[src/core/pdm_pkg.sv]
// Purpose: shared constants and types of the pre-driver mode controller
// Assumes: one eight-bit command per device on the serial chain
// Notes:   field positions and calibration scale live here only
package pdm_pkg;
   localparam int PH_N      = 3;
   localparam int CMD_W     = 8;
   localparam int OP_W      = 3;
   localparam int DAT_W     = 5;
   localparam int NIB_W     = 4;
   localparam int CNT_W     = 3;
   localparam int SEL_W     = 2;
   localparam int OP_LSB    = 5;
   localparam int GRP_BIT   = 4;
   localparam int CAL_W     = 12;
   localparam int CAL_SHIFT = 4;

   localparam logic [OP_W-1:0]  OP_NULL  = 3'h0;
   localparam logic [OP_W-1:0]  OP_MASK  = 3'h1;
   localparam logic [OP_W-1:0]  OP_MODE  = 3'h2;
   localparam logic [OP_W-1:0]  OP_CLR   = 3'h3;
   localparam logic [OP_W-1:0]  OP_DEAD  = 3'h4;
   localparam logic [SEL_W-1:0] SEL_SR0  = 2'h0;
   localparam logic [NIB_W-1:0] MASK_RST = 4'hf;
   localparam logic [DAT_W-1:0] DEAD_RST = 5'h00;

   // protection-mode command data bits
   localparam int MODE_PROT = 0;
   localparam int MODE_FULL = 1;
   localparam int MODE_LOCK = 2;

   // fault latch group zero
   localparam int F0_OT    = 0;
   localparam int F0_DESAT = 1;
   localparam int F0_UV    = 2;
   localparam int F0_OC    = 3;
   // fault latch group one
   localparam int F1_PHASE = 0;
   localparam int F1_FRAME = 1;
   localparam int F1_WERR  = 2;
   localparam int F1_RSV   = 3;

   typedef enum logic [4:0] {
      PDM_SLEEP   = 5'h01,
      PDM_STANDBY = 5'h02,
      PDM_INIT    = 5'h04,
      PDM_ENABLE  = 5'h08,
      PDM_FAULT   = 5'h10
   } pdm_mode_t;

   typedef struct packed {
      logic [PH_N-1:0] hs;
      logic [PH_N-1:0] ls;
   } pdm_gate_t;

   typedef struct packed {
      logic ot;
      logic desat;
      logic uv;
      logic oc;
      logic phase;
   } pdm_fault_t;
endpackage

[src/core/pdm_predriver_ctrl.sv]
// Purpose: operating modes and serial command decoder of a gate pre-driver
// Assumes: serial mode 0, SCLK and CS_N far slower than MCLK
// Notes:   all inputs but RSTN and CE pass two flops; status word shifts out MSB first
`timescale 1ns/10ps

// Function
// - global reset low holds sleep, gates off weakly, clears faults and port.
// - in sleep all logic outputs are low except weak pulldown.
// - reset high with an enable low is standby, gates held off, port works.
// - in standby serial data out is driven only while chip select low.
// - reset and both enables high enter init, low sides follow commands.
// - host toggles low side then high side of a phase; enable follows.
// - enable mode gates follow the direct commands while enables stay high.
// - high side stays off until its phase low side has pulsed.
// - protective fault enters fault mode; recovery passes through init again.
// - fault mode turns all drivers off; the protection setting chooses which faults enter it.
// - open low-side, fault, enable, reset, data, clock inputs low; others high.
// - command is the last eight bits of the transfer, allowing chains.
// - top three bits are opcode, lower five bits are data.
// - bit count not a multiple of eight flags framing error, discards.
// - first response after reset is status register zero.
// - status read returns register zero to three and changes nothing.
// - two interrupt-enable commands load four enable bits from low nibble.
// - interrupt stays high while uncleared fault latch remains, despite mask rewrite.
// - latch-clear commands clear group latches chosen by ones in nibble.
// - protection-mode command sets protection, full conduction and optional lock.
// - dead-interval command sets dead interval by calibration.
// - enable, clear, mode and dead commands answer with status zero.
// - interrupt rises when an enabled fault latch becomes active.
// - latch clear acts on chip select rise and only without framing error.
module pdm_predriver_ctrl (
   input  wire logic                      MCLK,
   input  wire logic                      RSTN,
   input  wire logic                      CE,
   input  wire logic                      GLOBAL_RST_N,
   input  wire logic                      ENABLE_INPUT_A,
   input  wire logic                      ENABLE_INPUT_B,
   input  wire logic [pdm_pkg::PH_N-1:0]  LOW_SIDE_CMD_IN,
   input  wire logic [pdm_pkg::PH_N-1:0]  HIGH_SIDE_CMD_IN,
   input  wire pdm_pkg::pdm_fault_t       FAULT_IN,
   input  wire logic                      SCLK,
   input  wire logic                      CS_N,
   input  wire logic                      SI,
   output      pdm_pkg::pdm_gate_t        GATE_OUT,
   output      logic                      WEAK_PULLDOWN,
   output      logic                      IRQ_OUT,
   output      logic                      SO_O,
   output      logic                      SO_OE,
   output      pdm_pkg::pdm_mode_t        MODE_OUT,
   output      logic [pdm_pkg::DAT_W-1:0] DEAD_TIME_OUT,
   output      logic                      FULL_ON_OUT
);
   localparam int PH   = pdm_pkg::PH_N;
   localparam int NIB  = pdm_pkg::NIB_W;
   localparam int CMDW = pdm_pkg::CMD_W;
   localparam int SGL  = 6;
   localparam int SW   = $bits(pdm_pkg::pdm_fault_t) + 2 * PH + SGL;
   localparam int DIVW = pdm_pkg::CAL_W - pdm_pkg::CAL_SHIFT;
   // pin default levels when undriven
   localparam logic [SW-1:0] SYNC_INIT = {
      {$bits(pdm_pkg::pdm_fault_t){1'h0}}, {PH{1'h0}}, {PH{1'h1}},
      1'h0, 1'h0, 1'h0, 1'h0, 1'h1, 1'h0};

   // ---------------- input synchronisers ----------------
   logic [SW-1:0]       raw;
   logic [SW-1:0]       s1_q;
   logic [SW-1:0]       s2_q;
   pdm_pkg::pdm_fault_t flt;
   logic [PH-1:0]       ls_in;
   logic [PH-1:0]       hs_in;
   logic                en_a;
   logic                en_b;
   logic                grst_n;
   logic                sclk;
   logic                cs_n;
   logic                si;

   assign raw = {FAULT_IN, LOW_SIDE_CMD_IN, HIGH_SIDE_CMD_IN,
                 ENABLE_INPUT_A, ENABLE_INPUT_B, GLOBAL_RST_N,
                 SCLK, CS_N, SI};
   assign {flt, ls_in, hs_in, en_a, en_b, grst_n, sclk, cs_n, si} = s2_q;

   always_ff @(posedge MCLK) begin
      if (!RSTN) begin
         s1_q <= SYNC_INIT;
         s2_q <= SYNC_INIT;
      end else if (CE) begin
         s1_q <= raw;
         s2_q <= s1_q;
      end
   end

   // ---------------- edge history ----------------
   logic          sclk_q;
   logic          cs_q;
   logic [PH-1:0] ls_q;
   logic [PH-1:0] hs_q;
   logic          lrst;

   // global reset pin acts as a synchronous clear of all but the input synchronisers
   assign lrst = !RSTN || !grst_n;

   always_ff @(posedge MCLK) begin
      if (lrst) begin
         sclk_q <= 1'h0;
         cs_q   <= 1'h1;
         ls_q   <= '0;
         hs_q   <= '1;
      end else if (CE) begin
         sclk_q <= sclk;
         cs_q   <= cs_n;
         ls_q   <= ls_in;
         hs_q   <= hs_in;
      end
   end

   // ---------------- serial port ----------------
   logic                       sck_rise;
   logic                       sck_fall;
   logic                       cs_fall;
   logic                       cs_rise;
   logic                       sel;
   logic [CMDW-1:0]            shreg_q;
   logic [pdm_pkg::CNT_W-1:0]  cnt_q;
   logic                       any_q;
   logic                       so_q;
   logic                       oe_q;
   logic [pdm_pkg::SEL_W-1:0]  rsel_q;
   logic [CMDW-1:0]            resp;
   logic [CMDW-1:0]            sr0;
   logic [CMDW-1:0]            sr1;
   logic [CMDW-1:0]            sr2;
   logic [CMDW-1:0]            sr3;
   logic                       frame_ok;
   logic                       frame_err;
   logic                       exec;

   assign sck_rise  = sclk & ~sclk_q;
   assign sck_fall  = ~sclk & sclk_q;
   assign cs_fall   = ~cs_n & cs_q;
   assign cs_rise   = cs_n & ~cs_q;
   assign sel       = ~cs_n;
   // empty frames carry no command and raise no error
   assign frame_ok  = any_q && (cnt_q == '0);
   assign frame_err = cs_rise && any_q && (cnt_q != '0);
   assign exec      = cs_rise && frame_ok;
   assign resp      = (rsel_q == 2'h0) ? sr0 :
                      (rsel_q == 2'h1) ? sr1 :
                      (rsel_q == 2'h2) ? sr2 : sr3;

   // ---------------- command decode ----------------
   logic [pdm_pkg::OP_W-1:0]  opc;
   logic [pdm_pkg::DAT_W-1:0] dat;
   logic [NIB-1:0]            nib;
   logic                      grp;
   logic                      is_null;
   logic                      is_mask;
   logic                      is_mode;
   logic                      is_clr;
   logic                      is_dead;
   logic [pdm_pkg::SEL_W-1:0] nsel;

   assign opc     = shreg_q[CMDW-1:pdm_pkg::OP_LSB];
   assign dat     = shreg_q[pdm_pkg::DAT_W-1:0];
   assign nib     = shreg_q[NIB-1:0];
   assign grp     = shreg_q[pdm_pkg::GRP_BIT];
   assign is_null = opc == pdm_pkg::OP_NULL;
   assign is_mask = opc == pdm_pkg::OP_MASK;
   assign is_mode = opc == pdm_pkg::OP_MODE;
   assign is_clr  = opc == pdm_pkg::OP_CLR;
   assign is_dead = opc == pdm_pkg::OP_DEAD;
   // every other command answers with status zero next time
   assign nsel    = is_null ? shreg_q[pdm_pkg::SEL_W-1:0]
                            : pdm_pkg::SEL_SR0;

   always_ff @(posedge MCLK) begin
      if (lrst) begin
         shreg_q <= '0;
         cnt_q   <= '0;
         any_q   <= 1'h0;
         so_q    <= 1'h0;
         oe_q    <= 1'h0;
         rsel_q  <= pdm_pkg::SEL_SR0;
      end else if (CE) begin
         oe_q <= sel;
         if (cs_fall) begin
            shreg_q <= resp;
            cnt_q   <= '0;
            any_q   <= 1'h0;
            so_q    <= resp[CMDW-1];
         end else if (sel && sck_rise) begin
            // older bits fall out the top toward the next device
            shreg_q <= {shreg_q[CMDW-2:0], si};
            cnt_q   <= cnt_q + 3'h1;
            any_q   <= 1'h1;
         end else if (sel && sck_fall) begin
            so_q <= shreg_q[CMDW-1];
         end
         if (exec) begin
            rsel_q <= nsel;
         end
      end
   end

   // ---------------- configuration ----------------
   logic [NIB-1:0]            irq_enable_grp0_cmd_q;
   logic [NIB-1:0]            irq_enable_grp1_cmd_q;
   logic                      prot_q;
   logic                      full_q;
   logic                      lock_q;
   logic [pdm_pkg::DAT_W-1:0] dead_q;
   logic                      cal_arm_q;
   logic [pdm_pkg::CAL_W-1:0] cal_q;
   logic [DIVW-1:0]           cal_div;
   logic [pdm_pkg::DAT_W-1:0] dead_cal;
   logic                      mode_wr;
   logic                      werr;

   assign mode_wr  = exec && is_mode && !lock_q;
   assign werr     = exec && is_mode && lock_q;
   assign cal_div  = cal_q[pdm_pkg::CAL_W-1:pdm_pkg::CAL_SHIFT];
   // saturate the measured interval to the field width
   assign dead_cal = (|cal_div[DIVW-1:pdm_pkg::DAT_W]) ? '1
                     : cal_div[pdm_pkg::DAT_W-1:0];

   always_ff @(posedge MCLK) begin
      if (lrst) begin
         irq_enable_grp0_cmd_q   <= pdm_pkg::MASK_RST;
         irq_enable_grp1_cmd_q   <= pdm_pkg::MASK_RST;
         prot_q    <= 1'h0;
         full_q    <= 1'h0;
         lock_q    <= 1'h0;
         dead_q    <= pdm_pkg::DEAD_RST;
         cal_arm_q <= 1'h0;
         cal_q     <= '0;
      end else if (CE) begin
         if (exec && is_mask && !grp) begin
            irq_enable_grp0_cmd_q <= nib;
         end
         if (exec && is_mask && grp) begin
            irq_enable_grp1_cmd_q <= nib;
         end
         if (mode_wr) begin
            prot_q <= dat[pdm_pkg::MODE_PROT];
            full_q <= dat[pdm_pkg::MODE_FULL];
            lock_q <= dat[pdm_pkg::MODE_LOCK];
         end
         // next chip-select low pulse is the calibration interval
         if (exec && is_dead) begin
            cal_arm_q <= 1'h1;
            cal_q     <= '0;
         end else if (cal_arm_q && cs_rise) begin
            cal_arm_q <= 1'h0;
            dead_q    <= dead_cal;
         end else if (cal_arm_q && sel && !(&cal_q)) begin
            cal_q <= cal_q + 12'h001;
         end
      end
   end

   // ---------------- fault latches and interrupt ----------------
   logic [NIB-1:0] ev0;
   logic [NIB-1:0] ev1;
   logic [NIB-1:0] lat0_q;
   logic [NIB-1:0] lat1_q;
   logic [NIB-1:0] snap0_q;
   logic [NIB-1:0] snap1_q;
   logic [NIB-1:0] clr0;
   logic [NIB-1:0] clr1;
   logic [NIB-1:0] lat0_d;
   logic [NIB-1:0] lat1_d;
   logic [NIB-1:0] arm0_q;
   logic [NIB-1:0] arm1_q;
   logic [NIB-1:0] arm0_d;
   logic [NIB-1:0] arm1_d;
   logic           irq_d;
   pdm_pkg::pdm_mode_t mode_q;

   assign ev0[pdm_pkg::F0_OT]    = flt.ot;
   assign ev0[pdm_pkg::F0_DESAT] = flt.desat;
   assign ev0[pdm_pkg::F0_UV]    = flt.uv;
   assign ev0[pdm_pkg::F0_OC]    = flt.oc;
   // phase latch input is blanked in full-conduction mode; fault-mode entry still sees it
   assign ev1[pdm_pkg::F1_PHASE] = flt.phase && !full_q;
   assign ev1[pdm_pkg::F1_FRAME] = frame_err;
   assign ev1[pdm_pkg::F1_WERR]  = werr;
   assign ev1[pdm_pkg::F1_RSV]   = 1'h0;
   // only faults already reported at chip-select fall may be cleared
   assign clr0 = {NIB{exec && is_clr && !grp}} & nib & snap0_q;
   assign clr1 = {NIB{exec && is_clr && grp}} & nib & snap1_q;
   // a live fault re-sets its latch in the same cycle as a clear
   assign lat0_d = (lat0_q & ~clr0) | ev0;
   assign lat1_d = (lat1_q & ~clr1) | ev1;
   // once enabled, a latch keeps the interrupt until it is cleared
   assign arm0_d = (arm0_q & lat0_d) | (lat0_d & irq_enable_grp0_cmd_q);
   assign arm1_d = (arm1_q & lat1_d) | (lat1_d & irq_enable_grp1_cmd_q);
   assign irq_d  = |{arm0_d, arm1_d};

   assign sr0 = {lat1_q, lat0_q};
   assign sr1 = {mode_q, lock_q, full_q, prot_q};
   assign sr2 = {irq_enable_grp1_cmd_q, irq_enable_grp0_cmd_q};
   assign sr3 = {3'h0, dead_q};

   always_ff @(posedge MCLK) begin
      if (lrst) begin
         lat0_q  <= '0;
         lat1_q  <= '0;
         snap0_q <= '0;
         snap1_q <= '0;
         arm0_q  <= '0;
         arm1_q  <= '0;
      end else if (CE) begin
         lat0_q <= lat0_d;
         lat1_q <= lat1_d;
         arm0_q <= arm0_d;
         arm1_q <= arm1_d;
         if (cs_fall) begin
            snap0_q <= lat0_q;
            snap1_q <= lat1_q;
         end
      end
   end

   // ---------------- operating mode ----------------
   pdm_pkg::pdm_mode_t mode_d;
   logic               both_en;
   logic               prot_flt;
   logic [PH-1:0]      ls_seen_q;
   logic [PH-1:0]      armed_q;
   logic               init_done;

   assign both_en   = en_a && en_b;
   // desat and phase stop the drivers only with protection enabled
   assign prot_flt  = flt.uv || (prot_q && (flt.desat || flt.phase));
   assign init_done = |(ls_seen_q & (hs_in ^ hs_q));

   always_comb begin
      mode_d = mode_q;
      case (mode_q)
         pdm_pkg::PDM_SLEEP: begin
            mode_d = pdm_pkg::PDM_STANDBY;
         end
         pdm_pkg::PDM_STANDBY: begin
            if (both_en) begin
               mode_d = pdm_pkg::PDM_INIT;
            end
         end
         pdm_pkg::PDM_INIT: begin
            if (!both_en) begin
               mode_d = pdm_pkg::PDM_STANDBY;
            end else if (prot_flt) begin
               mode_d = pdm_pkg::PDM_FAULT;
            end else if (init_done) begin
               mode_d = pdm_pkg::PDM_ENABLE;
            end
         end
         pdm_pkg::PDM_ENABLE: begin
            if (!both_en) begin
               mode_d = pdm_pkg::PDM_STANDBY;
            end else if (prot_flt) begin
               mode_d = pdm_pkg::PDM_FAULT;
            end
         end
         pdm_pkg::PDM_FAULT: begin
            if (!both_en) begin
               mode_d = pdm_pkg::PDM_STANDBY;
            end else if (!prot_flt) begin
               mode_d = pdm_pkg::PDM_INIT;
            end
         end
         default: begin
            mode_d = pdm_pkg::PDM_SLEEP;
         end
      endcase
   end

   always_ff @(posedge MCLK) begin
      if (lrst) begin
         mode_q <= pdm_pkg::PDM_SLEEP;
      end else if (CE) begin
         mode_q <= mode_d;
      end
   end

   // ---------------- per-phase gate logic ----------------
   pdm_pkg::pdm_gate_t gate_d;
   pdm_pkg::pdm_gate_t gate_q;
   logic               in_init;
   logic               in_en;
   logic               go_init;
   logic               go_en;

   assign in_init = mode_q == pdm_pkg::PDM_INIT;
   assign in_en   = mode_q == pdm_pkg::PDM_ENABLE;
   // gates switch on the same edge as the mode register, never behind it
   assign go_init = mode_d == pdm_pkg::PDM_INIT;
   assign go_en   = mode_d == pdm_pkg::PDM_ENABLE;

   genvar p;
   generate
      for (p = 0; p < PH; p++) begin : g_ph
         // without full conduction a double command in enable mode turns both off
         assign gate_d.ls[p] = (go_init && ls_in[p]) ||
                               (go_en && ls_in[p] &&
                                (full_q || !hs_in[p]));
         assign gate_d.hs[p] = go_en && hs_in[p] && armed_q[p] &&
                               (full_q || !ls_in[p]);

         always_ff @(posedge MCLK) begin
            if (lrst) begin
               ls_seen_q[p] <= 1'h0;
               armed_q[p]   <= 1'h0;
            end else if (CE) begin
               if (!in_init) begin
                  ls_seen_q[p] <= 1'h0;
               end else if (ls_in[p] != ls_q[p]) begin
                  ls_seen_q[p] <= 1'h1;
               end
               // bootstrap charge needs a finished low-side pulse
               if (!in_en) begin
                  armed_q[p] <= 1'h0;
               end else if (ls_q[p] && !ls_in[p]) begin
                  armed_q[p] <= 1'h1;
               end
            end
         end
      end
   endgenerate

   // ---------------- output registers ----------------
   logic irq_q;
   logic wpd_q;

   // standby, fault and sleep all leave gate_d low
   always_ff @(posedge MCLK) begin
      if (lrst) begin
         gate_q <= '0;
         irq_q  <= 1'h0;
         wpd_q  <= 1'h1;
      end else if (CE) begin
         gate_q <= gate_d;
         irq_q  <= irq_d;
         wpd_q  <= mode_d == pdm_pkg::PDM_SLEEP;
      end
   end

   assign GATE_OUT      = gate_q;
   assign WEAK_PULLDOWN = wpd_q;
   assign IRQ_OUT       = irq_q;
   assign SO_O          = so_q;
   assign SO_OE         = oe_q;
   assign MODE_OUT      = mode_q;
   assign DEAD_TIME_OUT = dead_q;
   assign FULL_ON_OUT   = full_q;
endmodule

[config.mk]
export PLATFORM = sky130hd
export DESIGN_NAME = pdm_predriver_ctrl
export DESIGN_NICKNAME = d
export VERILOG_FILES = /design/src/core/pdm_pkg.sv /design/src/core/pdm_predriver_ctrl.sv
export SDC_FILE = /design/constraint.sdc
export NUM_CORES = 1
export LEC_CHECK = 0
export BUFFER_PORTS_ARGS = -buffer_cell sky130_fd_sc_hd__buf_2
export CORE_AREA = 4 4 126 128
export CTS_CLUSTER_DIAMETER = 60
export CTS_CLUSTER_SIZE = 24
export DETAILED_ROUTE_END_ITERATION = 8
export DIE_AREA = 0 0 130 132
export PLACE_DENSITY = 0.64
export SYNTH_ARGS = -nofsm -noshare
export SYNTH_HDL_FRONTEND = slang
export SYNTH_SLANG_ARGS = --single-unit
[constraint.sdc]
create_clock -name MCLK -period 3.9 [get_ports MCLK]
set_input_delay 0.39 -clock MCLK [delete_from_list [all_inputs] [get_ports MCLK]]
set_output_delay 0.39 -clock MCLK [all_outputs]
set_load 0.01 [all_outputs]
==> results_dict.tcl, run 1 <==
set metrics [dict create \
    status "complete, no violations" \
    slew_headroom 0.309 \
    peakVddDrop_uv 339 \
    clk_latency_ns 0.42 \
    worstSetupPathType "reg -> reg" \
    hold_end "s1_q[8]" \
    io_buffer_count 40 \
    grt_max_degree 57 \
    vias 4796 \
    drt-initial-drc-count 344 \
    finalHoldViolCount 0 \
    drv_slew 0 \
    holdWs_ns 0.189 \
    antenna_cells 0 \
    ys_seq_elements 130 \
    die_h_um 132 \
    crit_path_end_kind "flop" \
    firstDrtPassIters 5 \
    cp_max_fo 14 \
    min-delay-start "HIGH_SIDE_CMD_IN[2]" \
    syn-num-nets 661 \
    yosysSeqAreaShare 0.447 \
    synth_area_leaders "dfxtp_1 (45%), mux2i_1 (11%), nand2_1 (4.0%), a21oi_1 (4.0%), nor2_1 (3.7%)" \
    synth_area_leader_cell "dfxtp_1" \
    synth_cell_types 62 \
    area_growth_pct 16.2 \
    antenna_found_initial 0 \
    powerDensity_nw_per_um2 466 \
    min_period_over_period 0.621 \
    io_pins 41 \
    drcViolationCount 0 \
    coreArea_um2 14900 \
    layout_commonest_cell "dfxtp_1" \
    arrival_ns 2.72 \
    synth_edf_count 0 \
    min_path_cells 3 \
    wire_per_inst_um 17.0 \
    nets 684 \
    worstMarginPinSlew_ns 1.03 \
    cts_tree "yes" \
    hold_buffers 0 \
    cts-resized-gates 0 \
    p_leak_nw 2.47 \
    regToRegSetupSlack_ns 1.48 \
    initial_core_util 0.392 \
    setup_viol 0 \
    synth_cells 635 \
    final_cell_mix "dfxtp_1 (130), mux2i_1 (65), nand2_1 (62)" \
    synth-async-reset-ratio 0 \
    post-route-min-period_ns 2.42 \
    cts_made_buffers 17 \
    cts_htree_levels 4 \
    post_cts_buffers 0 \
    grt_pass1_wl_mm 24.5 \
    final_antenna_net_count 0 \
    drive_above_1_share 0.140 \
    finClkSkew_ns 0.00735 \
    synth-warning-count 0 \
    worstRegToRegCells 8 \
    r2r-start "cnt_q[0]" \
    rows 45 \
    clock_sinks 130 \
    rsz0062_at_grt "no" \
    ys.flop_type "dfxtp_1" \
    crit_path_start_kind "flop" \
    r2r_end "cal_q[9]" \
    detailed_place_hpwl_mm 10.2 \
    syn_area_um2 5830 \
    fin_setup_tns_ns 0 \
    netlist.area_leader.share 0.447 \
    timing.fmax_mhz 413 \
    worstPathRequired_ns 4.20 \
    fp.dieW_um 130 \
    routed_wl_mm 14.6 \
    gp_congestion 0.909 \
    synth_area_per_cell_um2 9.18 \
    grt_use_total 0.178 \
    fp.dieArea_um2 17200 \
    cts_root_buf "clkbuf_16" \
    clkTransAtPathRegs_ns 0.06 \
    worstHoldPathType "in -> reg" \
    cap_viol_max_count 0 \
    grt_pass1_vias 4774 \
    clock_path_buffers 2 \
    overflow 0 \
    via_per_inst 5.58 \
]
## Yosys cell counts, types with 3 or more instances
master	n
nand4_1	6
a41o_1	3
buf_1	14
dfxtp_1	130
o211ai_1	4
o22ai_1	7
nand2b_1	9
buf_2	7
a311oi_1	3
or3_1	3
and2_1	8
xor2_1	3
nand3_1	17
inv_1	16
nand2_1	62
xnor2_1	12
o221ai_1	3
o31ai_1	3
o2111ai_1	4
o21ai_0	17
nor3_1	7
o221a_2	6
nor4_1	3
ha_1	6
o21a_1	5
mux4_2	5
a22o_1	3
a211oi_1	11
nor2_1	58
clkbuf_1	20
nor2b_1	32
a21oi_1	46
mux2i_1	65
## registers in the layout, indices dropped and copies added, names as in the netlist, 5 cells and up
signal / cells
shreg_q: 8
GATE_OUT: 6
DEAD_TIME_OUT: 5
s1_q: 17
s2_q: 17
MODE_OUT: 5
cal_q: 12
## cell families after synthesis
kind of cell               Yosys count  share of synthesized area
xor gates and xnor gates            15                     0.0225
AOI/OAI and AO/OA                  134                      0.155
adders and majority gates            6                     0.0129
and+or+nand+nor                    222                      0.193
buffers and inverters               58                     0.0389
muxes                               70                      0.131
DFF                                130                      0.447
## cell type report
cell class | count | area (µm²)
Fill cell | 1446 | 8100
Clock inverter | 10 | 155
Timing Repair Buffer | 45 | 240
Sequential cell | 130 | 2600
Clock buffer | 22 | 474
Tap cell | 188 | 235
Multi-Input combinational cell | 447 | 3000
Inverter | 17 | 63.8
## per-layer routing
| metal | wire, µm | track usage | part of all wire | up-vias |
|---|---|---|---|---|
| met4 | 280 | 0.0664 | 0.019 | 0 |
| met2 | 7120 | 0.285 | 0.49 | 143 |
| met5 | 0 | 0 | 0 | - |
| met1 | 6440 | 0.229 | 0.44 | 2305 |
| met3 | 774 | 0.0494 | 0.053 | 31 |
| li1 | - | - | - | 2317 |
## metrics by stage
| step | power, mW | utilization | setup slack, ns | cells | instance area [µm²] |
|---|---|---|---|---|---|
| finish | 3.15 | 0.455 | 1.48 | 859 | 6770 |
| global route | 3.26 | 0.455 | 1.27 | 859 | 6770 |
| CTS | 3.18 | 0.455 | 1.51 | 859 | 6770 |
| detailed placement | 1.50 | 0.413 | 1.45 | 827 | 6140 |
| global placement | 1.49 | 0.413 | 1.51 | 827 | 6140 |
| floorplan | 1.46 | - | 1.95 | 635 | 5830 |
## worst max-delay path, stage by stage (launching register included)
cell	delay (ns)
dfxtp_1	0.31
inv_1	0.09
ha_1	0.14
nor2b_1	0.31
and2_1	0.33
nand3_2	0.31
a2111oi_1	0.56
xnor2_1	0.20
nor2_1	0.05
## worst max-delay path by stage
| stage | start | slack, ns | to |
|---|---|---|---|
| after global placement | CE | 1.51 | cal_q[7] |
| after floorplan | cnt_q[0] | 1.95 | irq_enable_grp0_cmd_q[0] |
| after CTS | cnt_q[0] | 1.51 | cal_q[9] |
| final | cnt_q[0] | 1.48 | cal_q[9] |
| after global routing | cnt_q[0] | 1.27 | irq_enable_grp0_cmd_q[1] |
| after detailed placement | CE | 1.45 | cal_q[7] |
## where the power goes
part / switching, mW / total (mW) / internal, mW
clock network: 0.569 / 1.68 / 1.11
logic: 0.0602 / 0.105 / 0.0449
registers: 0.0159 / 1.36 / 1.35
(Power assumes the default switching activity.)
==> run 2: changes to the inputs <==
Clock period 3.9 ns to 2.3 ns, I/O delays scaled along.
==> run 2 against run 1 <==
  * Wire length rose by 0.85%
  * Cell area rose by 1.7%
  * Hold slack got worse by 0.16 ns
  * Clock power rose by 59%
  * Critical path type unchanged
==> results_dict.tcl, run 2 (same netlist as run 1, synthesis figures left out) <==
set metrics [dict create \
    status "complete, no violations" \
    io_buffer_count 40 \
    detailed_place_hpwl_mm 10.3 \
    final_antenna_net_count 0 \
    top_regs "s1_q x17, s2_q x17, cal_q x12" \
    powerDensity_nw_per_um2 750 \
    die_h_um 132 \
    fp.dieArea_um2 17200 \
    coreArea_um2 14900 \
    fp.dieW_um 130 \
    cts_root_buf "clkbuf_16" \
    io_pins 41 \
    worstMarginPinSlew_ns 0.666 \
    area_growth_pct 18.2 \
    setup_viol 0 \
    fin_ws_ns 0.240 \
    drv_slew 0 \
    nets 703 \
    antenna_cells 0 \
    worstSetupPathType "reg -> reg" \
    peakVddDrop_uv 531 \
    post_cts_buffers 0 \
    routed_wl_mm 14.7 \
    grt_pass1_vias 4621 \
    final_cell_mix "dfxtp_1 (130), mux2i_1 (65), nand2_1 (62)" \
    grt_use_total 0.177 \
    grt_pass1_wl_mm 24.0 \
    finClkSkew_ns 0.0135 \
    firstDrtPassIters 5 \
    initial_core_util 0.392 \
    drt-initial-drc-count 355 \
    min_period_over_period 0.895 \
    rsz0062_at_grt "no" \
    grt_max_degree 61 \
    pre_cts_slack_ns 0.251 \
    post-route-min-period_ns 2.06 \
    crit_path_start_kind "flop" \
    clk_latency_ns 0.42 \
    cts_made_buffers 17 \
    cap_viol_max_count 0 \
    arrival_ns 2.36 \
    drive_above_1_share 0.167 \
    clock_path_buffers 2 \
    worstHoldPathType "in -> reg" \
    clock_sinks 130 \
    fin_util 0.463 \
    post-route-cell-area_um2 6890 \
    via_per_inst 5.51 \
    cp_max_fo 6 \
    wire_per_inst_um 16.8 \
    overflow 0 \
    finalHoldViolCount 0 \
    total_power_mw 5.16 \
    layout_commonest_cell "dfxtp_1" \
    slew_headroom 0.555 \
    cts_htree_levels 4 \
    p_leak_nw 2.55 \
    timing.fmax_mhz 486 \
    drcViolationCount 0 \
    crit_path_end_kind "flop" \
    fin_setup_tns_ns 0 \
    hold_buffers 0 \
    gp_congestion 0.905 \
    place_area_um2 6290 \
    cts_tree "yes" \
    worstPathRequired_ns 2.60 \
    antenna_found_initial 0 \
    rows 45 \
    cts-resized-gates 0 \
    clkTransAtPathRegs_ns 0.06 \
    vias 4834 \
]
run 2: final cells by class:
cell class / count / area (µm²)
Multi-Input combinational cell: 447 / 3000
Inverter: 17 / 63.8
Sequential cell: 130 / 2600
Timing Repair Buffer: 64 / 395
Clock buffer: 22 / 494
Fill cell: 1419 / 7980
Clock inverter: 10 / 97.6
Tap cell: 188 / 235
run 2: path summary, 6_finish.rpt:
path | startpoint | endpoint | slack, ns | cells past startpoint
min reg2reg | SO_OE | SO_OE | 0.46 | 1
max | s2_q[1] | irq_enable_grp1_cmd_q[0] | 0.24 | 6
min | HIGH_SIDE_CMD_IN[1] | s1_q[7] | 0.03 | 3
max reg2reg | s2_q[1] | irq_enable_grp1_cmd_q[0] | 0.24 | 6
run 2: power by group:
part | internal (mW) | switching, mW | total [mW]
Sequential | 2.28 | 0.0251 | 2.31
Clock | 1.64 | 1.03 | 2.67
Combinational | 0.0820 | 0.104 | 0.186
Total | 4.00 | 1.16 | 5.16
run 2: metal layers:
| metal | up-vias | GRT usage | wire length [µm] |
|---|---|---|---|
| met5 | - | 0 | 0 |
| met4 | 0 | 0.0814 | 487 |
| met3 | 33 | 0.0490 | 793 |
| met2 | 157 | 0.278 | 7010 |
| met1 | 2305 | 0.223 | 6450 |
| li1 | 2339 | - | - |
run 2: through the flow:
stage | hold slack (ns) | cells
global placement | 0.440 | 846
global route | 0.0483 | 878
floorplan | 0.358 | 635
detailed placement | 0.444 | 846
CTS | 0.0156 | 878
finish | 0.0287 | 878
run 2: worst max-delay path, cell delays in order (launching register included):
cell	delay, ns
dfxtp_1	0.40
and3b_1	0.29
and2_1	0.29
nand2_1	0.22
nor4_4	0.42
mux2i_1	0.24
nand2_1	0.07
==> run 3: changes to the inputs <==
Settings changed: CORE_AREA 4 4 126 128 to 4 4 108 110, DIE_AREA 0 0 130 132 to 0 0 112 114, PLACE_DENSITY 0.64 to 0.81.
==> run 3 against run 2 <==
  * Via count up 3.9%
  * Sequential share of layout area down 0.37 points
  * Fmax down 4.2%
  * Global-route usage up 6.2 points
  * Combinational power up 15%
  * Die area down 26%
  * Final cell count down 3.8%
  * Flip-flop and latch count unchanged
  * Cell area up 1.0%
  * Critical path type unchanged
  * Setup slack worse by 0.090 ns
  * Clock power down 3%
  * Non-clock buffer count up 15
==> results_dict.tcl, run 3 (same netlist as run 1, synthesis figures left out) <==
set metrics [dict create \
    status "complete, no violations" \
    crit_end "IRQ_OUT" \
    wire_per_inst_um 17.6 \
    routed_wl_mm 14.9 \
    clock_sinks 130 \
    vias 5021 \
    fin_util 0.650 \
    regToRegSetupSlack_ns 0.15 \
    finClkSkew_ns 0.00788 \
    fin_setup_tns_ns 0 \
    worstSetupPathType "reg -> reg" \
    cap_viol_max_count 0 \
    arrival_ns 2.57 \
    grt_max_degree 78 \
    crit_path_start_kind "flop" \
    drcViolationCount 0 \
    min_period_over_period 0.935 \
    clock_path_buffers 2 \
    worstRegToRegCells 6 \
    top_regs "s1_q x17, s2_q x17, cal_q x12" \
    gp_congestion 0.903 \
    powerDensity_nw_per_um2 733 \
    final_antenna_net_count 0 \
    grt_pass1_wl_mm 24.4 \
    cts_tree "yes" \
    drv_slew 0 \
    rsz0062_at_grt "no" \
    clk_latency_ns 0.53 \
    antenna_found_initial 0 \
    cts_root_buf "clkbuf_8" \
    drt-initial-drc-count 509 \
    grt_use_total 0.238 \
    n_fill_cell 851 \
    final_cell_mix "dfxtp_1 (130), mux2i_1 (65), nand2_1 (62)" \
    die_h_um 114 \
    cp_max_fo 11 \
    layout_commonest_cell "dfxtp_1" \
    cts_htree_levels 4 \
    fp.dieW_um 112 \
    r2r_end "IRQ_OUT" \
    peakVddDrop_uv 860 \
    via_per_inst 5.94 \
    firstDrtPassIters 5 \
    overflow 0 \
    fp.dieArea_um2 12800 \
    area_growth_pct 19.4 \
    worstPathRequired_ns 2.72 \
    p_leak_nw 2.60 \
    grt_pass1_vias 4989 \
    initial_core_util 0.545 \
    drive_above_1_share 0.162 \
    worstMarginPinSlew_ns 0.677 \
    clkTransAtPathRegs_ns 0.06 \
    detailed_place_hpwl_mm 9.81 \
    nets 718 \
    antenna_cells 0 \
    timing.fmax_mhz 465 \
    cts_made_buffers 17 \
    worstHoldPathType "in -> reg" \
    coreArea_um2 10700 \
    crit_path_end_kind "flop" \
    post-route-min-period_ns 2.15 \
    r2r-start "shreg_q[5]" \
    slew_headroom 0.548 \
    setup_viol 0 \
    finalHoldViolCount 0 \
    critical_path.startpoint "shreg_q[5]" \
    io_buffer_count 40 \
    io_pins 41 \
    rows 38 \
]
[run 3: metal layers]
metal,track usage,share of wire,vias to the layer above
met2,0.395,0.49,211
met1,0.293,0.42,2396
li1,-,-,2375
met5,0,0,-
met3,0.0668,0.071,39
met4,0.102,0.026,0
[run 3: worst max-delay path, stage by stage (launching register included)]
cell,delay (ns)
dfxtp_1,0.56
nor4bb_1,0.41
nand3_1,0.32
o22ai_1,0.30
o22ai_1,0.15
nor3_1,0.22
a21oi_1,0.09
[run 3: final cells by class]
type                       count  area, µm²  share of cell area
clock buffer                  19        432              0.0621
clock inverter                13        135              0.0194
inverter                      17       63.8             0.00917
multi-input combinational    447       3000               0.431
sequential                   130       2600               0.374
tap                          140        175              0.0252
timing repair buffer          79        548              0.0788
[run 3: power breakdown]
group	switching (mW)	total (mW)	internal, mW
clock	1.01	2.58	1.57
combinational	0.113	0.213	0.100
sequential	0.0253	2.31	2.28
[run 3: metrics by stage]
| step | std cells | setup slack [ns] | instance area [µm²] | hold slack [ns] | total power, mW |
|---|---|---|---|---|---|
| global route | 845 | 0.0172 | 6960 | 0.00754 | 5.26 |
| finish | 845 | 0.150 | 6960 | 0.0274 | 5.10 |
| global placement | 796 | 0.271 | 6220 | 0.438 | 2.53 |
| CTS | 844 | 0.152 | 6950 | 0.0200 | 5.11 |
| detailed placement | 796 | 0.216 | 6220 | 0.442 | 2.54 |
| floorplan | 635 | 0.351 | 5830 | 0.358 | 2.48 |
[run 3: how the worst min path moves through the flow]
stage / slack [ns] / end / cells after the start / start
2_1_floorplan: 0.36 / s1_q[1] / 2 / CS_N
4_1_cts: 0.02 / s1_q[14] / 3 / FAULT_IN[2]
5_1_grt: 0.008 / s1_q[14] / 3 / FAULT_IN[2]
6_report: 0.03 / s1_q[14] / 3 / FAULT_IN[2]
3_3_place_gp: 0.44 / SO_OE / 1 / SO_OE
3_5_place_dp: 0.44 / SO_OE / 1 / SO_OE
[run 3: repair_timing]
| item | 4_1_cts | 5_1_grt |
|---|---|---|
| hold endpoints to repair | 16 | 0 |
| hold buffers | 16 | 0 |
| setup endpoints to repair | 0 | 1 |
| gates resized for setup | 0 | 1 |
| setup buffers | 0 | 1 |
